<file path="src/inc/tcv_regs.svh">
`ifndef TCV_REGS_SVH
`define TCV_REGS_SVH

// Register indices; the Wishbone byte address is four times the index
`define TCV_CH0_HI_IDX 7'h27
`define TCV_CH0_LO_IDX 7'h28
`define TCV_CH1_HI_IDX 7'h2a
`define TCV_CH1_LO_IDX 7'h2b
`define TCV_CH2_HI_IDX 7'h2d
`define TCV_CH2_LO_IDX 7'h2e
`define TCV_CH3_HI_IDX 7'h30
`define TCV_CH3_LO_IDX 7'h31
`define TCV_CH4_HI_IDX 7'h33
`define TCV_CH4_LO_IDX 7'h34
`define TCV_CH5_HI_IDX 7'h36
`define TCV_CH5_LO_IDX 7'h37

// Channel mode control words, one per channel from this index upward
`define TCV_CTRL_BASE_IDX 7'h40
// Channel event flags, write one to clear
`define TCV_FLAGS_IDX 7'h48

// Reset values
`define TCV_CTRL_RESET 4'h0
`define TCV_FLAGS_RESET 6'h00

// Field positions inside a channel control word
`define TCV_CTL_ELS_LO_BIT 0
`define TCV_CTL_ELS_HI_BIT 1
`define TCV_CTL_MODE_SEL_BIT 2
`define TCV_CTL_BUF_SEL_BIT 3

`endif

</file>
<file path="src/inc/tcv_pkg.sv">
`default_nettype none

`include "tcv_regs.svh"

package tcv_pkg;

  // Operating mode of one channel
  typedef enum logic [1:0] {
    TCV_PORT        = 2'b00,  // Edge select zero, pin left to the port
    TCV_CAPTURE     = 2'b01,  // Input capture
    TCV_COMPARE     = 2'b10,  // Unbuffered output compare or PWM
    TCV_BUF_COMPARE = 2'b11   // Buffered output compare or PWM
  } tcv_mode_t;

  // Decode a control word into the channel mode
  function automatic tcv_mode_t tcv_mode(input logic [3:0] ctl);
    tcv_mode_t m;
    m = TCV_PORT;
    if (ctl[`TCV_CTL_ELS_HI_BIT:`TCV_CTL_ELS_LO_BIT] == 2'h0) begin
      m = TCV_PORT;
    end else if (ctl[`TCV_CTL_BUF_SEL_BIT]) begin
      m = TCV_BUF_COMPARE;
    end else if (ctl[`TCV_CTL_MODE_SEL_BIT]) begin
      m = TCV_COMPARE;
    end else begin
      m = TCV_CAPTURE;
    end
    return m;
  endfunction : tcv_mode

endpackage : tcv_pkg

`default_nettype wire

</file>
<file path="src/logic/tcv_chan.sv">
`default_nettype none

`include "tcv_regs.svh"

module tcv_chan (
  input  wire logic        sys_clk,
  input  wire logic        resetn,
  input  wire logic [3:0]  ctl,
  input  wire logic [15:0] count,
  input  wire logic        pin_s,
  input  wire logic        wr_hi,
  input  wire logic        wr_lo,
  input  wire logic        rd_hi,
  input  wire logic        rd_lo,
  input  wire logic [7:0]  wdat,
  input  wire logic        flag_clr,
  output logic      [15:0] value_q,
  output logic             flag_q,
  output logic             match_q,
  output logic             cap_blk_q,
  output logic             cmp_blk_q
);

  tcv_pkg::tcv_mode_t mode;       // Decoded channel mode
  logic               ms_zero;    // Both mode select bits clear
  logic               pin_prev_q; // Pin level one cycle ago
  logic               eq_prev_q;  // Equality one cycle ago
  logic               edge_hit;   // Active edge seen on the pin
  logic               eq;         // Counter equals channel value
  logic               cap_evt;    // Capture takes place this cycle
  logic               cmp_evt;    // Compare match this cycle

  assign mode    = tcv_pkg::tcv_mode(ctl);
  assign ms_zero = !ctl[`TCV_CTL_BUF_SEL_BIT] && !ctl[`TCV_CTL_MODE_SEL_BIT];
  // Edge select low bit picks rising, high bit falling
  assign edge_hit = (ctl[`TCV_CTL_ELS_LO_BIT] && pin_s && !pin_prev_q) ||
                    (ctl[`TCV_CTL_ELS_HI_BIT] && !pin_s && pin_prev_q);
  assign cap_evt  = (mode == tcv_pkg::TCV_CAPTURE) && edge_hit && !cap_blk_q;
  assign eq       = (count == value_q);
  // Only the first cycle of equality counts, the counter may dwell
  assign cmp_evt  = ((mode == tcv_pkg::TCV_COMPARE) || (mode == tcv_pkg::TCV_BUF_COMPARE))
                    && eq && !eq_prev_q && !cmp_blk_q;

  // Value register, deliberately without reset
  always_ff @(posedge sys_clk) begin
    if (cap_evt) begin
      value_q <= count;
    end
    // Software write lands after a same-cycle capture and wins
    if (wr_hi) begin
      value_q[15:8] <= wdat;
    end
    if (wr_lo) begin
      value_q[7:0] <= wdat;
    end
  end

  // History for edge and equality detection
  always_ff @(posedge sys_clk or negedge resetn) begin
    if (!resetn) begin
      pin_prev_q <= 1'b0;
      eq_prev_q  <= 1'b0;
    end else begin
      pin_prev_q <= pin_s;
      eq_prev_q  <= eq;
    end
  end

  // Capture interlock: high read holds, low read releases
  always_ff @(posedge sys_clk or negedge resetn) begin
    if (!resetn) begin
      cap_blk_q <= 1'b0;
    end else if (rd_lo) begin
      cap_blk_q <= 1'b0;
    end else if (rd_hi && ms_zero) begin
      cap_blk_q <= 1'b1;
    end
  end

  // Compare interlock: high write holds, low write releases
  always_ff @(posedge sys_clk or negedge resetn) begin
    if (!resetn) begin
      cmp_blk_q <= 1'b0;
    end else if (wr_lo) begin
      cmp_blk_q <= 1'b0;
    end else if (wr_hi && !ms_zero) begin
      cmp_blk_q <= 1'b1;
    end
  end

  // Event flag, a new event beats a same-cycle clear
  always_ff @(posedge sys_clk or negedge resetn) begin
    if (!resetn) begin
      flag_q  <= 1'b0;
      match_q <= 1'b0;
    end else begin
      flag_q  <= (flag_q && !flag_clr) || cap_evt || cmp_evt;
      match_q <= cmp_evt;
    end
  end

  a_capture_loads: assert property (@(posedge sys_clk) disable iff (!resetn)
    (cap_evt && !wr_hi && !wr_lo) |=> (value_q == $past(count)))
    else $error("capture did not load counter");

  a_capture_held: assert property (@(posedge sys_clk) disable iff (!resetn)
    (cap_blk_q && !wr_hi && !wr_lo) |=> (value_q == $past(value_q)))
    else $error("value changed while capture blocked");

  a_compare_quiet: assert property (@(posedge sys_clk) disable iff (!resetn)
    cmp_blk_q |=> !match_q)
    else $error("match while compare blocked");

  a_match_flag: assert property (@(posedge sys_clk) disable iff (!resetn)
    ($rose(eq) && !ms_zero && !cmp_blk_q && (mode != tcv_pkg::TCV_PORT))
      |=> (match_q && flag_q))
    else $error("match did not set flag");

endmodule : tcv_chan

`default_nettype wire

</file>
<file path="src/logic/tcv_top.sv">
// Behaviour
// - Capture latches counter into channel value
// - Compare mode matches counter against written value
// - Value registers have no reset value
// - High read in capture mode blocks captures
// - High write in compare mode blocks matches
// - Flag set by capture edge or match
// - Mode bits 00 capture, 01/1X compare, once an edge select bit is set (edge select 00 is port)
`default_nettype none

`include "tcv_regs.svh"

module tcv_top #(
  parameter int NCH   = 6,  // Number of channels
  parameter int ADR_W = 10  // Wishbone byte address width
) (
  input  wire logic             sys_clk,
  input  wire logic             resetn,
  // Wishbone classic slave
  input  wire logic             wb_cyc_i,
  input  wire logic             wb_stb_i,
  input  wire logic             wb_we_i,
  input  wire logic [ADR_W-1:0] wb_adr_i,
  input  wire logic [3:0]       wb_sel_i,
  input  wire logic [31:0]      wb_dat_i,
  output logic      [31:0]      wb_dat_o,
  output logic                  wb_ack_o,
  // Timer side
  input  wire logic [15:0]      timer_count,
  input  wire logic [NCH-1:0]   capture_pin,
  output logic      [NCH-1:0]   channel_event_flag,
  output logic      [NCH-1:0]   compare_match
);

  // Register index of each high and low value byte
  localparam logic [6:0] HI_IDX [6] = '{
    `TCV_CH0_HI_IDX, `TCV_CH1_HI_IDX, `TCV_CH2_HI_IDX,
    `TCV_CH3_HI_IDX, `TCV_CH4_HI_IDX, `TCV_CH5_HI_IDX
  };
  localparam logic [6:0] LO_IDX [6] = '{
    `TCV_CH0_LO_IDX, `TCV_CH1_LO_IDX, `TCV_CH2_LO_IDX,
    `TCV_CH3_LO_IDX, `TCV_CH4_LO_IDX, `TCV_CH5_LO_IDX
  };

  // Register map, by word index (byte address is four times this)
  //   Value bytes, one high and one low per channel, three apart
  //   Control word per channel from the control base upward
  //   One status word holding flags and both interlock vectors
  // Status word layout
  //   Bits 5:0   event flags, write one to clear
  //   Bits 13:8  capture interlock per channel, read only
  //   Bits 21:16 compare interlock per channel, read only
  // Control word layout
  //   Bit 0 rising edge enable, bit 1 falling edge enable
  //   Bit 2 plain compare select, bit 3 buffered compare select
  // Hazards software must keep in mind
  //   A lone high read in capture mode freezes the channel
  //   until the matching low read; nothing times it out
  //   A lone high write in compare mode silences matches
  //   until the matching low write; equality seen meanwhile is lost
  //   Value bytes are undefined until written or captured
  // Only the low byte lane carries write data; wider write lanes are ignored,
  // which keeps the map byte-oriented like the original part

  // Bus handshake
  logic               ack_q;        // Acknowledge, one cycle
  logic [31:0]        dat_q;        // Registered read data
  logic               acc;          // Request taken this edge
  logic               acc_wr;       // Write with the low lane enabled
  logic               acc_rd;       // Read request
  logic [6:0]         idx;          // Register index of request

  // Register file
  logic [3:0]         ctl_q [NCH];  // Mode control word per channel
  logic [31:0]        rdata_d;      // Read mux output
  logic               hit_d;        // Index maps to a register

  // Pin synchroniser
  logic [NCH-1:0]     pin_meta_q;   // First stage, read only by stage two
  logic [NCH-1:0]     pin_sync_q;   // Second stage, safe to use

  // Per-channel strobes and state
  logic [NCH-1:0]     wr_hi;
  logic [NCH-1:0]     wr_lo;
  logic [NCH-1:0]     rd_hi;
  logic [NCH-1:0]     rd_lo;
  logic [NCH-1:0]     flag_clr;
  logic [NCH-1:0]     cap_blk;
  logic [NCH-1:0]     cmp_blk;
  logic [15:0]        value [NCH];

  // True when the index addresses a given register
  function automatic logic idx_is(input logic [6:0] a, input logic [6:0] b);
    return a == b;
  endfunction : idx_is

  // A request is taken only while no acknowledge is out,
  // so each access has exactly one side effect
  assign acc    = wb_cyc_i && wb_stb_i && !ack_q;
  assign acc_wr = acc && wb_we_i && wb_sel_i[0];
  assign acc_rd = acc && !wb_we_i;
  assign idx    = wb_adr_i[8:2];

  // Acknowledge one cycle after the request, dropped the next
  always_ff @(posedge sys_clk or negedge resetn) begin
    if (!resetn) begin
      ack_q <= 1'b0;
    end else begin
      ack_q <= acc;
    end
  end

  // Read data captured with the acknowledge, zero otherwise
  always_ff @(posedge sys_clk or negedge resetn) begin
    if (!resetn) begin
      dat_q <= 32'h0000_0000;
    end else if (acc_rd) begin
      dat_q <= rdata_d;
    end else begin
      dat_q <= 32'h0000_0000;
    end
  end

  assign wb_ack_o = ack_q;
  assign wb_dat_o = dat_q;

  // Two-stage synchroniser for the capture pins
  always_ff @(posedge sys_clk or negedge resetn) begin
    if (!resetn) begin
      pin_meta_q <= '0;
      pin_sync_q <= '0;
    end else begin
      pin_meta_q <= capture_pin;
      pin_sync_q <= pin_meta_q;
    end
  end

  // Strobe decode for the value bytes and flag clears
  always_comb begin
    wr_hi    = '0;
    wr_lo    = '0;
    rd_hi    = '0;
    rd_lo    = '0;
    flag_clr = '0;
    for (int c = 0; c < NCH; c++) begin
      wr_hi[c] = acc_wr && idx_is(idx, HI_IDX[c]);
      wr_lo[c] = acc_wr && idx_is(idx, LO_IDX[c]);
      rd_hi[c] = acc_rd && idx_is(idx, HI_IDX[c]);
      rd_lo[c] = acc_rd && idx_is(idx, LO_IDX[c]);
      // Write one to clear a flag
      flag_clr[c] = acc_wr && idx_is(idx, `TCV_FLAGS_IDX) && wb_dat_i[c];
    end
  end

  // Channel mode control words, software steers each channel
  always_ff @(posedge sys_clk or negedge resetn) begin
    if (!resetn) begin
      for (int c = 0; c < NCH; c++) begin
        ctl_q[c] <= `TCV_CTRL_RESET;
      end
    end else begin
      for (int c = 0; c < NCH; c++) begin
        if (acc_wr && idx_is(idx, `TCV_CTRL_BASE_IDX + 7'(c))) begin
          ctl_q[c] <= wb_dat_i[3:0];
        end
      end
    end
  end

  // Read mux; unmapped indices read as zero
  always_comb begin
    rdata_d = 32'h0000_0000;
    hit_d   = 1'b0;
    for (int c = 0; c < NCH; c++) begin
      if (idx_is(idx, HI_IDX[c])) begin
        rdata_d = {24'h00_0000, value[c][15:8]};
        hit_d   = 1'b1;
      end
      if (idx_is(idx, LO_IDX[c])) begin
        rdata_d = {24'h00_0000, value[c][7:0]};
        hit_d   = 1'b1;
      end
      if (idx_is(idx, `TCV_CTRL_BASE_IDX + 7'(c))) begin
        rdata_d = {28'h000_0000, ctl_q[c]};
        hit_d   = 1'b1;
      end
    end
    // Flags and interlock state for software to inspect
    if (idx_is(idx, `TCV_FLAGS_IDX)) begin
      rdata_d = {8'h00, 2'h0, cmp_blk, 2'h0, cap_blk, 2'h0, channel_event_flag};
      hit_d   = 1'b1;
    end
  end

  // One channel engine per channel
  for (genvar g = 0; g < NCH; g++) begin : g_chan
    tcv_chan u_chan (
      .sys_clk   (sys_clk),
      .resetn    (resetn),
      .ctl       (ctl_q[g]),
      .count     (timer_count),
      .pin_s     (pin_sync_q[g]),
      .wr_hi     (wr_hi[g]),
      .wr_lo     (wr_lo[g]),
      .rd_hi     (rd_hi[g]),
      .rd_lo     (rd_lo[g]),
      .wdat      (wb_dat_i[7:0]),
      .flag_clr  (flag_clr[g]),
      .value_q   (value[g]),
      .flag_q    (channel_event_flag[g]),
      .match_q   (compare_match[g]),
      .cap_blk_q (cap_blk[g]),
      .cmp_blk_q (cmp_blk[g])
    );
  end

  // Bus checks

  a_ack_single: assert property (@(posedge sys_clk) disable iff (!resetn)
    wb_ack_o |=> !wb_ack_o)
    else $error("ack held longer than one cycle");

  a_ack_follows: assert property (@(posedge sys_clk) disable iff (!resetn)
    (wb_cyc_i && wb_stb_i && !wb_ack_o) |=> wb_ack_o)
    else $error("request not acknowledged next cycle");

  a_unmapped_zero: assert property (@(posedge sys_clk) disable iff (!resetn)
    (acc_rd && !hit_d) |=> (wb_ack_o && wb_dat_o == 32'h0000_0000))
    else $error("unmapped read returned nonzero");

  // Channel checks across the bus

  a_split_high: assert property (@(posedge sys_clk) disable iff (!resetn)
    (acc_rd && idx_is(idx, HI_IDX[0]))
      |=> (wb_dat_o == {24'h00_0000, $past(value[0][15:8])}))
    else $error("high byte read mismatch");

  a_split_low: assert property (@(posedge sys_clk) disable iff (!resetn)
    (acc_rd && idx_is(idx, LO_IDX[0]))
      |=> (wb_dat_o == {24'h00_0000, $past(value[0][7:0])}))
    else $error("low byte read mismatch");

  a_hi_read_blocks: assert property (@(posedge sys_clk) disable iff (!resetn)
    (rd_hi[0] && ctl_q[0][3:2] == 2'b00) |=> cap_blk[0] [*2])
    else $error("high read did not block capture");

  a_hi_write_blocks: assert property (@(posedge sys_clk) disable iff (!resetn)
    (wr_hi[0] && ctl_q[0][3:2] != 2'b00) |=> cmp_blk[0])
    else $error("high write did not block compare");

  a_mode_capture: assert property (@(posedge sys_clk) disable iff (!resetn)
    (ctl_q[0][3:2] != 2'b00) |-> (tcv_pkg::tcv_mode(ctl_q[0]) != tcv_pkg::TCV_CAPTURE))
    else $error("compare bits decoded as capture");

  a_flag_sticky: assert property (@(posedge sys_clk) disable iff (!resetn)
    (channel_event_flag[0] && !flag_clr[0]) |=> channel_event_flag[0])
    else $error("flag dropped without clear");

  // Read data must be quiet outside the acknowledge cycle,
  // so a master that samples late never sees a stale byte
  a_dat_idle: assert property (@(posedge sys_clk) disable iff (!resetn)
    !wb_ack_o |-> (wb_dat_o == 32'h0000_0000))
    else $error("read data not zero without ack");

  // Per-channel checks, repeated so every channel is watched
  for (genvar g = 0; g < NCH; g++) begin : g_chk

    // Low read always releases the capture hold
    a_lo_read_frees: assert property (@(posedge sys_clk) disable iff (!resetn)
      rd_lo[g] |=> !cap_blk[g])
      else $error("low read left capture blocked");

    // Low write always releases the compare hold
    a_lo_write_frees: assert property (@(posedge sys_clk) disable iff (!resetn)
      wr_lo[g] |=> !cmp_blk[g])
      else $error("low write left compare blocked");

    // High byte write lands in bits 15:8
    a_wr_high_lands: assert property (@(posedge sys_clk) disable iff (!resetn)
      wr_hi[g] |=> (value[g][15:8] == $past(wb_dat_i[7:0])))
      else $error("high byte write lost");

    // Low byte write lands in bits 7:0
    a_wr_low_lands: assert property (@(posedge sys_clk) disable iff (!resetn)
      wr_lo[g] |=> (value[g][7:0] == $past(wb_dat_i[7:0])))
      else $error("low byte write lost");

    // Control write reaches the channel mode word
    a_ctl_lands: assert property (@(posedge sys_clk) disable iff (!resetn)
      (acc_wr && idx_is(idx, `TCV_CTRL_BASE_IDX + 7'(g)))
        |=> (ctl_q[g] == $past(wb_dat_i[3:0])))
      else $error("control write lost");

    // A dwelling counter must not give a second match
    a_match_single: assert property (@(posedge sys_clk) disable iff (!resetn)
      compare_match[g] |=> !compare_match[g])
      else $error("match pulse longer than one cycle");

    // Every match pulse is mirrored in the sticky flag
    a_match_flagged: assert property (@(posedge sys_clk) disable iff (!resetn)
      compare_match[g] |-> channel_event_flag[g])
      else $error("match without flag");

  end

endmodule : tcv_top

`default_nettype wire
</file>
<file path="config.mk">
export PLATFORM = sky130hd
export DESIGN_NAME = tcv_top
export DESIGN_NICKNAME = d
export VERILOG_FILES = /design/src/inc/tcv_pkg.sv /design/src/logic/tcv_chan.sv /design/src/logic/tcv_top.sv
export VERILOG_INCLUDE_DIRS = /design/src /design/src/inc
export SDC_FILE = /design/constraint.sdc
export NUM_CORES = 1
export LEC_CHECK = 0
export BUFFER_PORTS_ARGS = -buffer_cell sky130_fd_sc_hd__buf_2
export CORE_AREA = 2 2 137 139
export DETAILED_ROUTE_END_ITERATION = 6
export DIE_AREA = 0 0 139 141
export GPL_TIMING_DRIVEN = 0
export PLACE_DENSITY = 0.81
export REMOVE_ABC_BUFFERS = 1
export SLEW_MARGIN = 20
export SYNTH_ARGS = -nofsm -noshare
export SYNTH_HDL_FRONTEND = slang
export SYNTH_SLANG_ARGS = --single-unit
</file>
<file path="constraint.sdc">
create_clock -name sys_clk -period 3.3 [get_ports sys_clk]
set_input_delay 0.165 -clock sys_clk [delete_from_list [all_inputs] [get_ports sys_clk]]
set_output_delay 0.165 -clock sys_clk [all_outputs]
set_load 0.03 [all_outputs]
</file>
==> results.sh <==
export IMPL_totalNegativeSetupSlack_ns=0
export IMPL_clock_path_buffers=2
export IMPL_yosys_area_top_type="edfxtp_1"
export IMPL_skew_ns=0.0106
export IMPL_synthFlopType="edfxtp_1"
export IMPL_crit_chain="buf_2 > clkinvlp_4 > nor2_1 > nand4_2 > nand2_1"
export IMPL_dieArea_um2=19600
export IMPL_gp_congestion=0.991
export IMPL_die_y_um=141
export IMPL_clk_latency_ns=0.44
export IMPL_register_area_um2=5210
export IMPL_antenna_diode_count=0
export IMPL_final_period_utilization=0.980
export IMPL_setup_viol_count_final=0
export IMPL_synth_simple_gate_area_frac=0.135
export IMPL_clk_pin_slew_ns=0.07
export IMPL_ant_nets=0
export IMPL_nFillCells=1441
export IMPL_hold_violations=0
export IMPL_rows=50
export IMPL_port_buffers=75
export IMPL_top_layer="met4"
export IMPL_p_leak_nw=4.49
export IMPL_area_growth_synth_to_final_pct=8.59
export IMPL_dr_wl_met3_um=4010
export IMPL_status="complete, no violations"
export IMPL_cts_sinks=189
export IMPL_dpl_cell_count=1165
export IMPL_initial_core_util=0.585
export IMPL_grt_pass1_wl_um=48900
export IMPL_synth_area_um2=10700
export IMPL_first_global_vias=7932
export IMPL_cap_violations=0
export IMPL_critPathCaptureType="flop"
export IMPL_synth_compound_area_frac=0.115
export IMPL_firstDrtPassIters=7
export IMPL_synthTopCellsByArea="edfxtp_1 (27%), dfrtp_1 (22%), mux2_2 (13%)"
export IMPL_final_cells=1204
export IMPL_path_class="in -> reg"
export IMPL_place_ws_ns=-0.383
export IMPL_critPathArrivalTime_ns=3.33
export IMPL_htreeDepth=4
export IMPL_period_needed_ns=3.24
export IMPL_hpwl_um=22300
export IMPL_vias=8331
export IMPL_root_buffer="clkbuf_16"
export IMPL_multi_input_area_um2=5010
export IMPL_start_kind="primary input"
export IMPL_p_per_area_nw_per_um2=437
export IMPL_ys_types=84
export IMPL_synth_edf_count=96
export IMPL_ys_ff_latch=189
export IMPL_cp_slowest_cell="buf_2"
export IMPL_synthAdderAreaFrac=0
export IMPL_grt_overflow_total=0
export IMPL_netlist_area_leader_share=0.270
export IMPL_synth_mux_area_frac=0.134
export IMPL_report_final_slew_viol_count=0
export IMPL_wl_um=32500
export IMPL_path_buf_inv=2
export IMPL_m1WireLength_um=13000
export IMPL_yosysSeqAreaShare=0.488
export IMPL_maxSlewHeadroom=0.225
export IMPL_worst_pin_slew_ns=1.16
export IMPL_crit_path_max_fanout=49
export IMPL_nets=1030
export IMPL_track_usage=0.332
export IMPL_synth_most_common_cell="mux2_2"
export IMPL_synth_area_per_cell_um2=11.5
export IMPL_wl_met2_um=14600
export IMPL_total_power_w=0.00508
export IMPL_cp_required_ns=3.40
export IMPL_drt_vias_per_instance=6.92
export IMPL_post_drt_wl_per_cell_um=27.0
export IMPL_die_w_um=139
export IMPL_critPathMaxStageDelay_ns=0.86
export IMPL_max_freq_mhz=309
export IMPL_tritoncts="done"
export IMPL_worstHoldPathType="in -> reg"
export IMPL_grt_max_degree=50
export IMPL_drt_iter0_markers=1424
export IMPL_synth_common_cells="mux2_2 (122), edfxtp_1 (96), xnor2_1 (96)"
export IMPL_pin_count=118
export IMPL_antenna_found_initial=0
export IMPL_synth_top_family_by_area="simple AND/OR/NAND/NOR gates"
export IMPL_cts_setup_buffers=0
export IMPL_drc=0
export IMPL_synth_cells=929
export IMPL_layout_drive_gt1_share=0.280
export IMPL_post_route_util=0.635
export IMPL_async_flop_share=0.492
export IMPL_yosysWarnings=0
export IMPL_crit_family="buffers and inverters"
export IMPL_ir_worst_vdd_mv=0.352
export IMPL_core_area_um2=18300
export IMPL_rsz0062_at_grt="no"
export IMPL_synthXorXnorAreaFrac=0.0787
export IMPL_layout_setup_ws_ns=0.0646
export IMPL_cts_buffers=17
==> area by class of cell <==
class                      count  area share
tap                          234      0.0252
timing repair buffer          85      0.0423
multi-input combinational    658       0.431
sequential                   189       0.449
clock inverter                11     0.00917
clock buffer                  21      0.0407
inverter                       6     0.00226
==> layout by cell type, fill, tap and decap left out, types with 15 or more instances in the layout <==
| cell type | count |
|---|---|
| nand4_1 | 25 |
| xnor2_1 | 96 |
| a21oi_1 | 31 |
| edfxtp_1 | 96 |
| buf_2 | 74 |
| mux2_2 | 122 |
| nand2_1 | 52 |
| nor2_1 | 43 |
| clkbuf_16 | 18 |
| nand3_1 | 22 |
| dfrtp_1 | 93 |
| o21ai_0 | 30 |
| nor3_1 | 15 |
==> registers in the layout (all words and copies together) (netlist names) <==
name	count
wb_dat_o	20
g_chan.u_chan.flag_q	6
g_chan.u_chan.cmp_blk_q	6
pin_sync_q	6
g_chan.u_chan.cap_blk_q	6
pin_meta_q	6
g_chan.u_chan.pin_prev_q	6
ctl_q	24
g_chan.u_chan.match_q	6
g_chan.u_chan.eq_prev_q	6
g_chan.u_chan.value_q	96
wb_ack_o	1
==> worst reg2reg max path, cell delays in order (launching register included) <==
cell	delay, ns
dfrtp_1	0.41
nor2_1	0.19
and3_2	0.64
nand2_1	0.55
nand2_1	0.51
==> metal layers <==
metal	track usage	up-vias
li1	-	3488
met1	0.488	4151
met2	0.506	612
met3	0.0635	80
met4	0.103	0
met5	0	-
==> cells by family (layout without fill, tap and decap cells) <==
family,Yosys count,count (layout)
muxes,128,128
AOI/OAI and AO/OA,173,173
other,1,12
buffers and inverters,93,123
and+or+nand+nor,249,249
xor gates and xnor gates,96,96
DFF,189,189
==> worst paths after layout <==
| path | from | to | slack (ns) | depth (start not counted) |
|---|---|---|---|---|
| max | wb_adr_i[2] | g_chan[1].u_chan.value_q[7]$_DFFE_PP_ | 0.06 | 5 |
| min | wb_cyc_i | wb_ack_o$_DFF_PN0_ | 0.04 | 3 |
| max reg2reg | wb_ack_o$_DFF_PN0_ | g_chan[3].u_chan.value_q[12]$_DFFE_PP_ | 0.66 | 4 |
| min reg2reg | pin_meta_q[3]$_DFF_PN0_ | pin_sync_q[3]$_DFF_PN0_ | 0.36 | 0 |
| max in group asynchronous | resetn | wb_dat_o[20]$_DFF_PN0_ | 2.39 | 3 |
| min in group asynchronous | resetn | g_chan[0].u_chan.eq_prev_q$_DFF_PN0_ | 0.26 | 2 |
==> metrics by stage <==
stage | area (um^2) | hold WS (ns)
2_1_floorplan | 10200 | -0.131
3_3_place_gp | 10900 | 0.273
3_5_place_dp | 11000 | 0.200
4_1_cts | 11600 | 0.0496
5_1_grt | 11600 | 0.0575
6_report | 11600 | 0.0439
==> power breakdown <==
part	internal (W)	switching, W
logic	0.000170	0.000336
clock network	0.00111	0.000922
registers	0.00251	0.0000247
==> repair_timing <==
item                       in CTS  in global routing
hold buffers                    7                  0
resized for setup               0                  1
setup endpoints to repair       0                  8
hold endpoints to repair       51                  0
Power figures use the tool's default switching activity.
